[src/logic/fsl_defines.svh]
`ifndef FSL_DEFINES_SVH
`define FSL_DEFINES_SVH

// Queue geometry, shared by both queues
`define FSL_DW          8
`define FSL_AW          3
`define FSL_PW          4
`define FSL_DEPTH       4'h8
`define FSL_PTR_ONE     4'h1
`define FSL_PTR_ZERO    4'h0
`define FSL_DATA_ZERO   8'h00

// Synchroniser stages, applied to both pointer directions
`define FSL_SYNC_N      2

// APB map
`define FSL_ADDR_W      12
`define FSL_CTRL_ADDR   12'h000
`define FSL_SC_ADDR     12'h004
`define FSL_DC_ADDR     12'h008
`define FSL_CTRL_W      5
`define FSL_CTRL_RESET  5'h00
`define FSL_BUS_ZERO    32'h0000_0000

`endif

[src/logic/fsl_pkg.sv]
`default_nettype none
package fsl_pkg;

    typedef struct packed {
        logic le_storage;
        logic underflow_guard;
        logic overflow_guard;
        logic memory_output_reg_option;
        logic prefetch_output_select;
    } fsl_ctrl_t;

    typedef struct packed {
        logic       full;
        logic       empty;
        logic [3:0] used;
    } fsl_sc_stat_t;

    typedef struct packed {
        logic       rd_full;
        logic       rd_empty;
        logic [3:0] rd_used;
        logic       wr_full;
        logic       wr_empty;
        logic [3:0] wr_used;
    } fsl_dc_stat_t;

endpackage
`default_nettype wire

[src/logic/fsl_fifo_latency.sv]
// Chosen here: the APB register port and the register offsets.
`timescale 1ns/10ps
`default_nettype none
`include "fsl_defines.svh"

// Summary of operation
// - Single-clock full flag follows an accepted write or read one cycle later.
// - Single-clock word count follows an accepted write or read one cycle later.
// - Normal mode: write clears empty in 2 (speed) or 1 (area); read 1.
// - Prefetch block memory: write shows empty and data in 3 or 2; read 1.
// - Logic storage: empty as block memory; prefetch write-to-data and reads 1 cycle.
// - Speed optimisation is the memory output register option set; area is clear.
// - Prefetch select clear gives normal mode; set shows head word before a read.
// - Dual-clock write updates write-side full and empty one write cycle later.
// - Dual-clock write updates write-side fill level two write cycles later.
// - Write reaches read-side full after 2 write plus n read cycles.
// - Write clears read-side empty after 2 write plus n read cycles.
// - Write reaches read-side fill level after 2 write plus n+1 read cycles.
// - Written data reaches read data after one write plus one read cycle.
// - Read updates read-side empty and full one read cycle later.
// - Read updates read-side fill level two read cycles later.
// - Read reaches write-side empty after 1 read plus n write cycles.
// - Read clears write-side full after 1 read plus n write cycles.
// - Read reaches write-side fill level after 1 read plus n+1 write cycles.
// - Dual-clock read shows the next word one read cycle later.
// - n equals the synchroniser stage count of the pipe depth setting.
// - Prefetch-only latencies apply only with prefetch output selected.
// - With guards on, writes while full and reads while empty are ignored.
module fsl_fifo_latency (
    input  wire logic                     pclk,
    input  wire logic                     presetn,
    input  wire logic                     psel,
    input  wire logic                     penable,
    input  wire logic                     pwrite,
    input  wire logic [`FSL_ADDR_W-1:0]   paddr,
    input  wire logic [31:0]              pwdata,
    output logic      [31:0]              prdata,
    output logic                          pready,
    output logic                          pslverr,
    input  wire logic                     sc_wr_req,
    input  wire logic [`FSL_DW-1:0]       sc_wr_data,
    input  wire logic                     sc_rd_req,
    output logic      [`FSL_DW-1:0]       sc_rd_data,
    output logic                          sc_full,
    output logic                          sc_empty,
    output logic      [`FSL_PW-1:0]       sc_used,
    input  wire logic                     dc_wr_req,
    input  wire logic [`FSL_DW-1:0]       dc_wr_data,
    output logic                          dc_wr_full,
    output logic                          dc_wr_empty,
    output logic      [`FSL_PW-1:0]       dc_wr_used,
    input  wire logic                     dc_rd_req,
    output logic      [`FSL_DW-1:0]       dc_rd_data,
    output logic                          dc_rd_full,
    output logic                          dc_rd_empty,
    output logic      [`FSL_PW-1:0]       dc_rd_used
);

    localparam int SN = `FSL_SYNC_N;
    localparam int DN = 1 << `FSL_AW;

    // ---------------- APB register file ----------------
    fsl_pkg::fsl_ctrl_t      ctrl;
    fsl_pkg::fsl_ctrl_t      next_ctrl;
    logic [31:0]             next_prdata;
    logic                    hit_ctrl;
    logic                    hit_sc;
    logic                    hit_dc;
    fsl_pkg::fsl_sc_stat_t   sc_stat;
    fsl_pkg::fsl_dc_stat_t   dc_stat;

    assign hit_ctrl = paddr == `FSL_CTRL_ADDR;
    assign hit_sc   = paddr == `FSL_SC_ADDR;
    assign hit_dc   = paddr == `FSL_DC_ADDR;
    // Zero wait states: read data is captured in the setup cycle
    assign pready   = 1'b1;
    assign pslverr  = psel & penable & ~(hit_ctrl | hit_sc | hit_dc);
    assign sc_stat  = '{full: sc_full, empty: sc_empty, used: sc_used};
    assign dc_stat  = '{rd_full: dc_rd_full, rd_empty: dc_rd_empty, rd_used: dc_rd_used,
                        wr_full: dc_wr_full, wr_empty: dc_wr_empty, wr_used: dc_wr_used};

    always_comb begin
        next_ctrl   = ctrl;
        next_prdata = prdata;
        if (psel & penable & pwrite & hit_ctrl) begin
            next_ctrl = fsl_pkg::fsl_ctrl_t'(pwdata[`FSL_CTRL_W-1:0]);
        end
        if (psel & ~penable & ~pwrite) begin
            next_prdata = `FSL_BUS_ZERO;
            if (hit_ctrl) begin
                next_prdata[`FSL_CTRL_W-1:0] = ctrl;
            end else if (hit_sc) begin
                next_prdata[$bits(sc_stat)-1:0] = sc_stat;
            end else if (hit_dc) begin
                next_prdata[$bits(dc_stat)-1:0] = dc_stat;
            end
        end
    end

    always_ff @(posedge pclk or negedge presetn) begin
        if (!presetn) begin
            ctrl   <= fsl_pkg::fsl_ctrl_t'(`FSL_CTRL_RESET);
            prdata <= `FSL_BUS_ZERO;
        end else begin
            ctrl   <= next_ctrl;
            prdata <= next_prdata;
        end
    end

    // ---------------- Single-clock queue ----------------
    logic [`FSL_DW-1:0] sc_mem      [0:DN-1];
    logic [`FSL_DW-1:0] next_sc_mem [0:DN-1];
    logic [`FSL_PW-1:0] sc_wp;
    logic [`FSL_PW-1:0] sc_rp;
    logic [`FSL_PW-1:0] sc_wp_d1;
    logic [`FSL_PW-1:0] next_sc_wp;
    logic [`FSL_PW-1:0] next_sc_rp;
    logic [`FSL_PW-1:0] next_sc_used;
    logic [`FSL_PW-1:0] sc_view;
    logic               next_sc_full;
    logic               next_sc_empty;
    logic [`FSL_DW-1:0] next_sc_q;
    logic               sc_wr_acc;
    logic               sc_rd_acc;

    assign sc_wr_acc = sc_wr_req & ~(ctrl.overflow_guard & sc_full);
    assign sc_rd_acc = sc_rd_req & ~(ctrl.underflow_guard & sc_empty);

    always_comb begin
        next_sc_mem = sc_mem;
        if (sc_wr_acc) begin
            next_sc_mem[sc_wp[`FSL_AW-1:0]] = sc_wr_data;
        end
        next_sc_wp   = sc_wp + (sc_wr_acc ? `FSL_PTR_ONE : `FSL_PTR_ZERO);
        next_sc_rp   = sc_rp + (sc_rd_acc ? `FSL_PTR_ONE : `FSL_PTR_ZERO);
        next_sc_used = next_sc_wp - next_sc_rp;
        next_sc_full = next_sc_used == `FSL_DEPTH;
        // Empty sees the write pointer late by the mode's extra stages; reads act at once
        unique case ({ctrl.prefetch_output_select, ctrl.memory_output_reg_option})
            2'b00: sc_view = next_sc_wp;
            2'b01: sc_view = sc_wp;
            2'b10: sc_view = sc_wp;
            2'b11: sc_view = sc_wp_d1;
        endcase
        next_sc_empty = sc_view == next_sc_rp;
        next_sc_q     = sc_rd_data;
        if (!ctrl.prefetch_output_select) begin
            if (sc_rd_acc) begin
                next_sc_q = sc_mem[sc_rp[`FSL_AW-1:0]];
            end
        end else if (ctrl.le_storage | ~next_sc_empty) begin
            // Block memory holds the head back until empty clears; logic storage bypasses
            next_sc_q = sc_mem[next_sc_rp[`FSL_AW-1:0]];
            if (sc_wr_acc && sc_wp[`FSL_AW-1:0] == next_sc_rp[`FSL_AW-1:0]) begin
                next_sc_q = sc_wr_data;
            end
        end
    end

    always_ff @(posedge pclk or negedge presetn) begin
        if (!presetn) begin
            for (int i = 0; i < DN; i++) begin
                sc_mem[i] <= `FSL_DATA_ZERO;
            end
            sc_wp      <= `FSL_PTR_ZERO;
            sc_rp      <= `FSL_PTR_ZERO;
            sc_wp_d1   <= `FSL_PTR_ZERO;
            sc_used    <= `FSL_PTR_ZERO;
            sc_full    <= 1'b0;
            sc_empty   <= 1'b1;
            sc_rd_data <= `FSL_DATA_ZERO;
        end else begin
            sc_mem     <= next_sc_mem;
            sc_wp      <= next_sc_wp;
            sc_rp      <= next_sc_rp;
            sc_wp_d1   <= sc_wp;
            sc_used    <= next_sc_used;
            sc_full    <= next_sc_full;
            sc_empty   <= next_sc_empty;
            sc_rd_data <= next_sc_q;
        end
    end

    // ---------------- Dual-clock queue ----------------
    // Both sides share pclk here; the pointer pipes reproduce the crossing latency.
    logic [`FSL_DW-1:0] dc_mem      [0:DN-1];
    logic [`FSL_DW-1:0] next_dc_mem [0:DN-1];
    logic [`FSL_PW-1:0] dc_wp;
    logic [`FSL_PW-1:0] dc_rp;
    logic [`FSL_PW-1:0] next_dc_wp;
    logic [`FSL_PW-1:0] next_dc_rp;
    logic [`FSL_PW-1:0] wp_pipe      [0:SN+1];
    logic [`FSL_PW-1:0] rp_pipe      [0:SN+1];
    logic [`FSL_PW-1:0] next_wp_pipe [0:SN+1];
    logic [`FSL_PW-1:0] next_rp_pipe [0:SN+1];
    logic [`FSL_PW-1:0] next_dc_wr_used;
    logic [`FSL_PW-1:0] next_dc_rd_used;
    logic               next_dc_wr_full;
    logic               next_dc_wr_empty;
    logic               next_dc_rd_full;
    logic               next_dc_rd_empty;
    logic [`FSL_DW-1:0] next_dc_q;
    logic               dc_wr_acc;
    logic               dc_rd_acc;

    assign dc_wr_acc = dc_wr_req & ~(ctrl.overflow_guard & dc_wr_full);
    assign dc_rd_acc = dc_rd_req & ~(ctrl.underflow_guard & dc_rd_empty);

    always_comb begin
        next_dc_mem = dc_mem;
        if (dc_wr_acc) begin
            next_dc_mem[dc_wp[`FSL_AW-1:0]] = dc_wr_data;
        end
        next_dc_wp = dc_wp + (dc_wr_acc ? `FSL_PTR_ONE : `FSL_PTR_ZERO);
        next_dc_rp = dc_rp + (dc_rd_acc ? `FSL_PTR_ONE : `FSL_PTR_ZERO);
        // Stage k holds a pointer k+1 cycles old; SN sets n in both directions
        next_wp_pipe[0] = next_dc_wp;
        next_rp_pipe[0] = next_dc_rp;
        for (int k = 1; k <= SN + 1; k++) begin
            next_wp_pipe[k] = wp_pipe[k-1];
            next_rp_pipe[k] = rp_pipe[k-1];
        end
        next_dc_wr_full  = (next_dc_wp - rp_pipe[SN-1]) == `FSL_DEPTH;
        next_dc_wr_empty = next_dc_wp == rp_pipe[SN-1];
        next_dc_wr_used  = dc_wp - rp_pipe[SN];
        next_dc_rd_full  = (wp_pipe[SN] - next_dc_rp) == `FSL_DEPTH;
        next_dc_rd_empty = wp_pipe[SN] == next_dc_rp;
        next_dc_rd_used  = wp_pipe[SN+1] - dc_rp;
        next_dc_q        = dc_rd_data;
        if (ctrl.prefetch_output_select) begin
            next_dc_q = dc_mem[next_dc_rp[`FSL_AW-1:0]];
        end else if (dc_rd_acc) begin
            next_dc_q = dc_mem[dc_rp[`FSL_AW-1:0]];
        end
    end

    always_ff @(posedge pclk or negedge presetn) begin
        if (!presetn) begin
            for (int i = 0; i < DN; i++) begin
                dc_mem[i] <= `FSL_DATA_ZERO;
            end
            for (int k = 0; k <= SN + 1; k++) begin
                wp_pipe[k] <= `FSL_PTR_ZERO;
                rp_pipe[k] <= `FSL_PTR_ZERO;
            end
            dc_wp       <= `FSL_PTR_ZERO;
            dc_rp       <= `FSL_PTR_ZERO;
            dc_wr_full  <= 1'b0;
            dc_wr_empty <= 1'b1;
            dc_wr_used  <= `FSL_PTR_ZERO;
            dc_rd_full  <= 1'b0;
            dc_rd_empty <= 1'b1;
            dc_rd_used  <= `FSL_PTR_ZERO;
            dc_rd_data  <= `FSL_DATA_ZERO;
        end else begin
            dc_mem      <= next_dc_mem;
            wp_pipe     <= next_wp_pipe;
            rp_pipe     <= next_rp_pipe;
            dc_wp       <= next_dc_wp;
            dc_rp       <= next_dc_rp;
            dc_wr_full  <= next_dc_wr_full;
            dc_wr_empty <= next_dc_wr_empty;
            dc_wr_used  <= next_dc_wr_used;
            dc_rd_full  <= next_dc_rd_full;
            dc_rd_empty <= next_dc_rd_empty;
            dc_rd_used  <= next_dc_rd_used;
            dc_rd_data  <= next_dc_q;
        end
    end

endmodule
`default_nettype wire

[config.mk]
export PLATFORM = sky130hd
export DESIGN_NAME = fsl_fifo_latency
export DESIGN_NICKNAME = d
export VERILOG_FILES = /design/src/logic/fsl_pkg.sv /design/src/logic/fsl_fifo_latency.sv
export VERILOG_INCLUDE_DIRS = /design/src /design/src/logic
export SDC_FILE = /design/constraint.sdc
export NUM_CORES = 1
export LEC_CHECK = 0
export ABC_AREA = 1
export BUFFER_PORTS_ARGS = -buffer_cell sky130_fd_sc_hd__buf_2
export CORE_MARGIN = 1.5
export CORE_UTILIZATION = 40
export CTS_CLUSTER_SIZE = 12
export DETAILED_ROUTE_END_ITERATION = 16
export PLACE_DENSITY = 0.63
export SKIP_CTS_REPAIR_TIMING = 1
export SYNTH_ARGS = -nofsm -noshare
export SYNTH_HDL_FRONTEND = slang
export SYNTH_SLANG_ARGS = --single-unit
[constraint.sdc]
create_clock -name pclk -period 2.2 [get_ports pclk]
set_input_delay 0.11 -clock pclk [delete_from_list [all_inputs] [get_ports pclk]]
set_output_delay 0.11 -clock pclk [all_outputs]
set_load 0.1 [all_outputs]
Word level (Yosys, flattened, before mapping)
Cells that the tools add are included.
- register bits: 219
- input port bits: 69
- add/subtract/negate cells: 9
- order comparisons: 8
- equality and inequality tests: 13
- muxes and demuxes: 34
- bitwise gates (word level): 31
- reduce and logical (&&, ||, !) cells: 9
- operators by type and width (kind ; number):
    $bwmux W64 ; 2
    $mux W8 ; 16
    $bmux W8 S3 ; 4
    $demux W8 S3 ; 2
    $ge A4 B4 Y1 const B ; 6
    $not A3 Y4 ; 6
    $sub A4 B4 Y4 ; 5
    $add A4 B1 Y4 ; 4
    $and A1 B1 Y1 ; 14
    $eq A12 B3 Y1 const B ; 1
    $eq A12 B4 Y1 const B ; 1
    $eq A4 B4 Y1 ; 3
    $eq A4 B4 Y1 const B ; 3
    $logic_not A12 Y1 ; 1
    $mux W12 ; 1
    $mux W6 ; 2
    $pmux W4 S3 ; 1
    $lt A4 B1 Y1 const B ; 2
    $not A1 Y1 ; 8
    $mux W7 ; 1
    $mux W5 ; 1
    $eq A2 B2 Y1 const B ; 2
    $mux W1 ; 4
    $reduce_bool A2 Y1 ; 2
    other kinds (8) ; 12

Longest topological paths before layout
- word-level depth: 12
- gate-level depth with buffers: 18

Worst setup path after synthesis
Ideal clock, no wire load.
- path kind: register to register
- start point: register dc_wr_full
- end point: register dc_wr_full
- data arrival time: 2.761 ns
- setup slack: -0.682 ns
- cell stages (with the launch flop): 12
- clock period less this slack: 2.882 ns
- cells stage by stage: dfrtp_1 -> inv_1 -> o21ai_4 -> inv_2 -> ha_1 -> ha_1 -> ha_1 -> a21oi_1 -> nor2_1 -> nor2_1 -> xnor2_1 -> nor3_2
- longest elaborated chain between the ends: 7
- RTL lines (element ; RTL line ; source):
    start: declaration ; fsl_fifo_latency.sv:49 ; output logic dc_wr_full,
    start signal: assignment ; fsl_fifo_latency.sv:261 ; dc_wr_full <= next_dc_wr_full;
    $and A1 B1 Y1 ; fsl_fifo_latency.sv:206 ; assign dc_wr_acc = dc_wr_req & ~(ctrl.overflow_guard & dc_wr_full);
    $not A1 Y1 ; fsl_fifo_latency.sv:206 ;
    $and A1 B1 Y1 ; fsl_fifo_latency.sv:206 ;
    $mux W1 (no line) ; - ;
    $add A4 B1 Y4 ; fsl_fifo_latency.sv:214 ; next_dc_wp = dc_wp + (dc_wr_acc ? `FSL_PTR_ONE : `FSL_PTR_ZERO);
    named net next_dc_wp[1] ; fsl_fifo_latency.sv:190 ; logic [`FSL_PW-1:0] next_dc_wp;
    $sub A4 B4 Y4 ; fsl_fifo_latency.sv:223 ; next_dc_wr_full = (next_dc_wp - rp_pipe[SN-1]) == `FSL_DEPTH;
    $eq A4 B4 Y1 (no line) ; - ;
    named net next_dc_wr_full ; fsl_fifo_latency.sv:198 ; logic next_dc_wr_full;
The timed path passes the listed nets, and every way through them passes these cells.
A chain may end at the register's enable or synchronous reset.

Final worst setup path
- start point: register sc_empty
- end point: register sc_rd_data[2]
- longest elaborated chain between the ends: 12
- elaborated cells on any way between the ends: 20
- those cells by class: add/sub (1); eq/ne (3); mux (7); bitwise (6); reduce/logical (3)
- RTL lines (element ; RTL line ; source):
    start: declaration ; fsl_fifo_latency.sv:45 ; output logic sc_empty,
    start signal: assignment ; fsl_fifo_latency.sv:179 ; sc_empty <= next_sc_empty;
    $and A1 B1 Y1 * ; fsl_fifo_latency.sv:127 ; assign sc_rd_acc = sc_rd_req & ~(ctrl.underflow_guard & sc_empty);
    $not A1 Y1 * ; fsl_fifo_latency.sv:127 ;
    $and A1 B1 Y1 * ; fsl_fifo_latency.sv:127 ;
    $mux W1 (no line) ; - ;
    $add A4 B1 Y4 ; fsl_fifo_latency.sv:135 ; next_sc_rp = sc_rp + (sc_rd_acc ? `FSL_PTR_ONE : `FSL_PTR_ZERO);
    $not A3 Y4 ; fsl_fifo_latency.sv:153 ; next_sc_q = sc_mem[next_sc_rp[`FSL_AW-1:0]];
    $bmux W8 S3 ; fsl_fifo_latency.sv:153 ;
    $mux W8 (2 in a row) ; fsl_fifo_latency.sv:153 ;
    $mux W8 ; fsl_fifo_latency.sv:154 ; if (sc_wr_acc && sc_wp[`FSL_AW-1:0] == next_sc_rp[`FSL_AW-1:0]) begin
    $mux W8 ; fsl_fifo_latency.sv:151 ; end else if (ctrl.le_storage | ~next_sc_empty) begin
    $mux W8 ; fsl_fifo_latency.sv:147 ; if (!ctrl.prefetch_output_select) begin
    end signal: assignment ; fsl_fifo_latency.sv:171 ; sc_rd_data <= `FSL_DATA_ZERO;
    end signal: assignment ; fsl_fifo_latency.sv:180 ; sc_rd_data <= next_sc_q;
    end: declaration ; fsl_fifo_latency.sv:43 ; output logic [`FSL_DW-1:0] sc_rd_data,
Mark *: on every way between the ends. The rest lies on a longest branch, timed or not. The select of a mux whose other input is x is not followed.

==> flow_summary_export.csv <==
group,metric,value,unit
outcome,status,"finished, violations left",
outcome,violations,"negative hold slack, negative setup slack",
critical_path,worstPathCellList,"nand2_2 -> nand2_2 -> inv_2 -> ha_4 -> ha_4 -> buf_12 -> xor2_4 -> nor2_4 -> nand2_4 -> nand2_1 -> nand2_1 -> nand2_1 -> nand2_1 -> nand3_1 -> nand2_1",
placement,dp.cells,1952,
pwr,p_int,0.0132,W
timing,maxSlewHeadroom,0.545,
timing,max_freq,0.439,GHz
timing,slew_violations,0,
floorplan,core,0.0289,mm2
cells_and_area,stdcell_count,2035,
critical_path,cp_data_arrival_time,2.70,ns
pwr,p_total,0.0254,W
floorplan,die_area,0.0305,mm2
grt,grt_remaining_overflow,0,
cells_and_area,layout_commonest_cell,"nand2_1",
placement,dp_slack,-0.0298,ns
grt,antenna_found_initial,0,
critical_path,path_class,"flop to flop",
routing,firstDrtPassIters,7,
floorplan,placement_rows,62,
critical_path,crit_path_frequent_cell,"nand2_1",
clocking,cts.sinks,219,
hold_path,min-delay-path-class,"input pin to flop",
grt,grt_usage,0.209,
routing,wl_per_cell,15.6,um
cells_and_area,drive_above_1_share,0.179,
cells_and_area,fin_nets,1726,
routing,dr.first_iter.drc_count,998,
pwr,clock_power_share,0.171,
timing,setup_viol,8,
clocking,numCtsBuffers,26,
pwr,p_sw,0.0122,W
timing,final.setup.worst_slack,-0.0763,ns
pwr,p_leak,7.07,nW
grt,grt_start_max_net_pins,69,
timing,period_share,1.03,
cells_and_area,utilization,0.495,
floorplan,die_w,175,um
pwr,p_comb_frac,0.552,
timing,worst_pin_slew,0.681,ns
floorplan,ios,137,
synth,avgSynthCellArea,7.91,um2
clocking,tritoncts,"done",
placement,numPortBuffers,88,
critical_path,critPathMaxFanout,8,
pwr,swShare,0.481,
critical_path,cp_slowest_cell,"dfstp_4",
critical_path,cp_slowest_stage_delay,0.61,ns
floorplan,die_h,175,um
clocking,htree_levels,1,
timing,rsz0062_at_grt,"yes",
job,cap_violations,0,
grt,grt_pass1_wl,51400,um
timing,holdWs,-0.000652,ns
synth,synth_area,0.0118,mm2
pwr,p_per_area,1780,mW/mm2
synth,synth.distinct_cells,41,
clocking,cts_root_buf,"clkbuf_16",
timing,skew,0.0115,ns
synth,synthFlopType,"dfrtp_1",
routing,vias,10355,
timing,hold_viol,1,
clocking,clk_path_buf_depth,3,
synth,synthDominantCellAreaShare,0.459,
synth,synth_area_leaders,"dfrtp_1 46%, nand2_1 13%, o21ai_0 8.6%",
floorplan,start_util,0.408,
routing,vias_per_cell,5.09,
placement,gp_congestion,0.891,
pwr,p_seq_frac,0.277,
placement,dpl.hpwl,21000,um
cells_and_area,area_growth,21.4,%
routing,drt.antenna.violating_nets,0,
grt,first_global_vias,10007,
routing,drc,0,
pwr,peakVddDrop,1.02,mV
synth,postSynthCellCount,1487,
synth,synth_area_leader_cell,"dfrtp_1",
synth,yosys_warnings,0,
synth,async_reset_ff_frac,1.00,
synth,yosysSeqAreaShare,0.466,
cells_and_area,layout_common_cells,"412 x nand2_1, 213 x dfrtp_1, 202 x o21ai_0",
clocking,worst_skew_pair.late_latency,0.53,ns
synth,synth-edff-count,0,
critical_path,required,2.62,ns
timing,post-route-min-period,2.28,ns
clocking,clk_pin_slew,0.06,ns
critical_path,cp-end-kind,"flop",
routing,drt-total-wl,31700,um
cells_and_area,diodes,0,
critical_path,worst_setup_path_start_kind,"flop",
synth,yosys_register_bits,219,
## layout make-up
type                            count  area (um2)
Clock buffer                       36         759
Clock inverter                     11         114
Fill cell                        2806       14600
Inverter                          177         687
Multi-Input combinational cell   1021        5360
Sequential cell                   219        5500
Tap cell                          384         480
Timing Repair Buffer              185        1370
Timing Repair inverter              2        13.8
## cell families after synthesis
logic type / count (synthesis) / synth area share
and+or+nand+nor: 627 / 0.234
DFF: 219 / 0.466
AOI/OAI and AO/OA: 323 / 0.149
other: 2 / 0.000638
adders and majority gates: 25 / 0.0279
buffers and inverters: 268 / 0.101
xor gates and xnor gates: 23 / 0.0209
## worst paths after layout
kind | from | end | slack [ns] | cells past startpoint
setup / recovery | sc_empty | sc_rd_data[2] | -0.08 | 15
hold / removal | dc_wr_req | next_wp_pipe[8] | -0.0007 | 4
setup reg to reg | sc_empty | sc_rd_data[2] | -0.08 | 15
hold reg to reg | next_wp_pipe[6] | next_wp_pipe[2] | 0.34 | 0
max in group asynchronous | presetn | dc_wr_empty | 1.36 | 3
min in group asynchronous | presetn | dc_mem[47] | 0.16 | 2
## synth_stat cells (8+ instances only)
cell type / n
dfrtp_1: 216
clkbuf_1: 24
buf_1: 8
xor2_1: 10
nand4_1: 14
a31oi_1: 8
a21oi_1: 71
buf_4: 31
nand3_1: 131
ha_1: 23
inv_1: 167
nand2_1: 421
buf_2: 23
o211ai_1: 37
o21ai_0: 202
nor2_1: 28
## layer usage
layer	GRT usage	share of wire
met2	0.345	0.46
met5	0	0
met1	0.288	0.45
met4	0.0570	0.025
met3	0.0278	0.065
## per-stage QoR
step	TNS [ns]	instance area, um2
floorplan	-1.39	12000
global placement	0	13000
detailed placement	-0.0508	13000
CTS	-0.154	13900
global route	-1.27	14300
finish	-0.348	14300
## power by group through the flow
stage,Clock (W),Combinational [W],Sequential (W)
after floorplan,0,0.00830,0.00869
after global placement,0,0.0132,0.00701
after detailed placement,0,0.0134,0.00705
after CTS,0.00444,0.0134,0.00702
after global routing,0.00458,0.0156,0.00726
final,0.00435,0.0141,0.00703
## state kept, by name, indices dropped and copies added, names as in the netlist, 4 cells and up
name / flops
sc_used: 4
dc_wr_used: 4
sc_mem: 64
next_wp_pipe: 12
sc_rp: 4
wp_pipe: 4
dc_rd_data: 8
dc_mem: 64
dc_rd_used: 4
next_rp_pipe: 12
sc_wp_d1: 4
ctrl: 5
sc_rd_data: 8
sc_wp: 4
prdata: 12
## worst max-delay path: cells and delay by family (launching register included)
family        cells  cell delay [ns]
simple gates     10             0.79
flops             1             0.61
fa+ha+maj         2             0.42
buf+inv           2             0.18
xor+xnor          1             0.16
No activity file was read; power rests on OpenSTA's default activity.
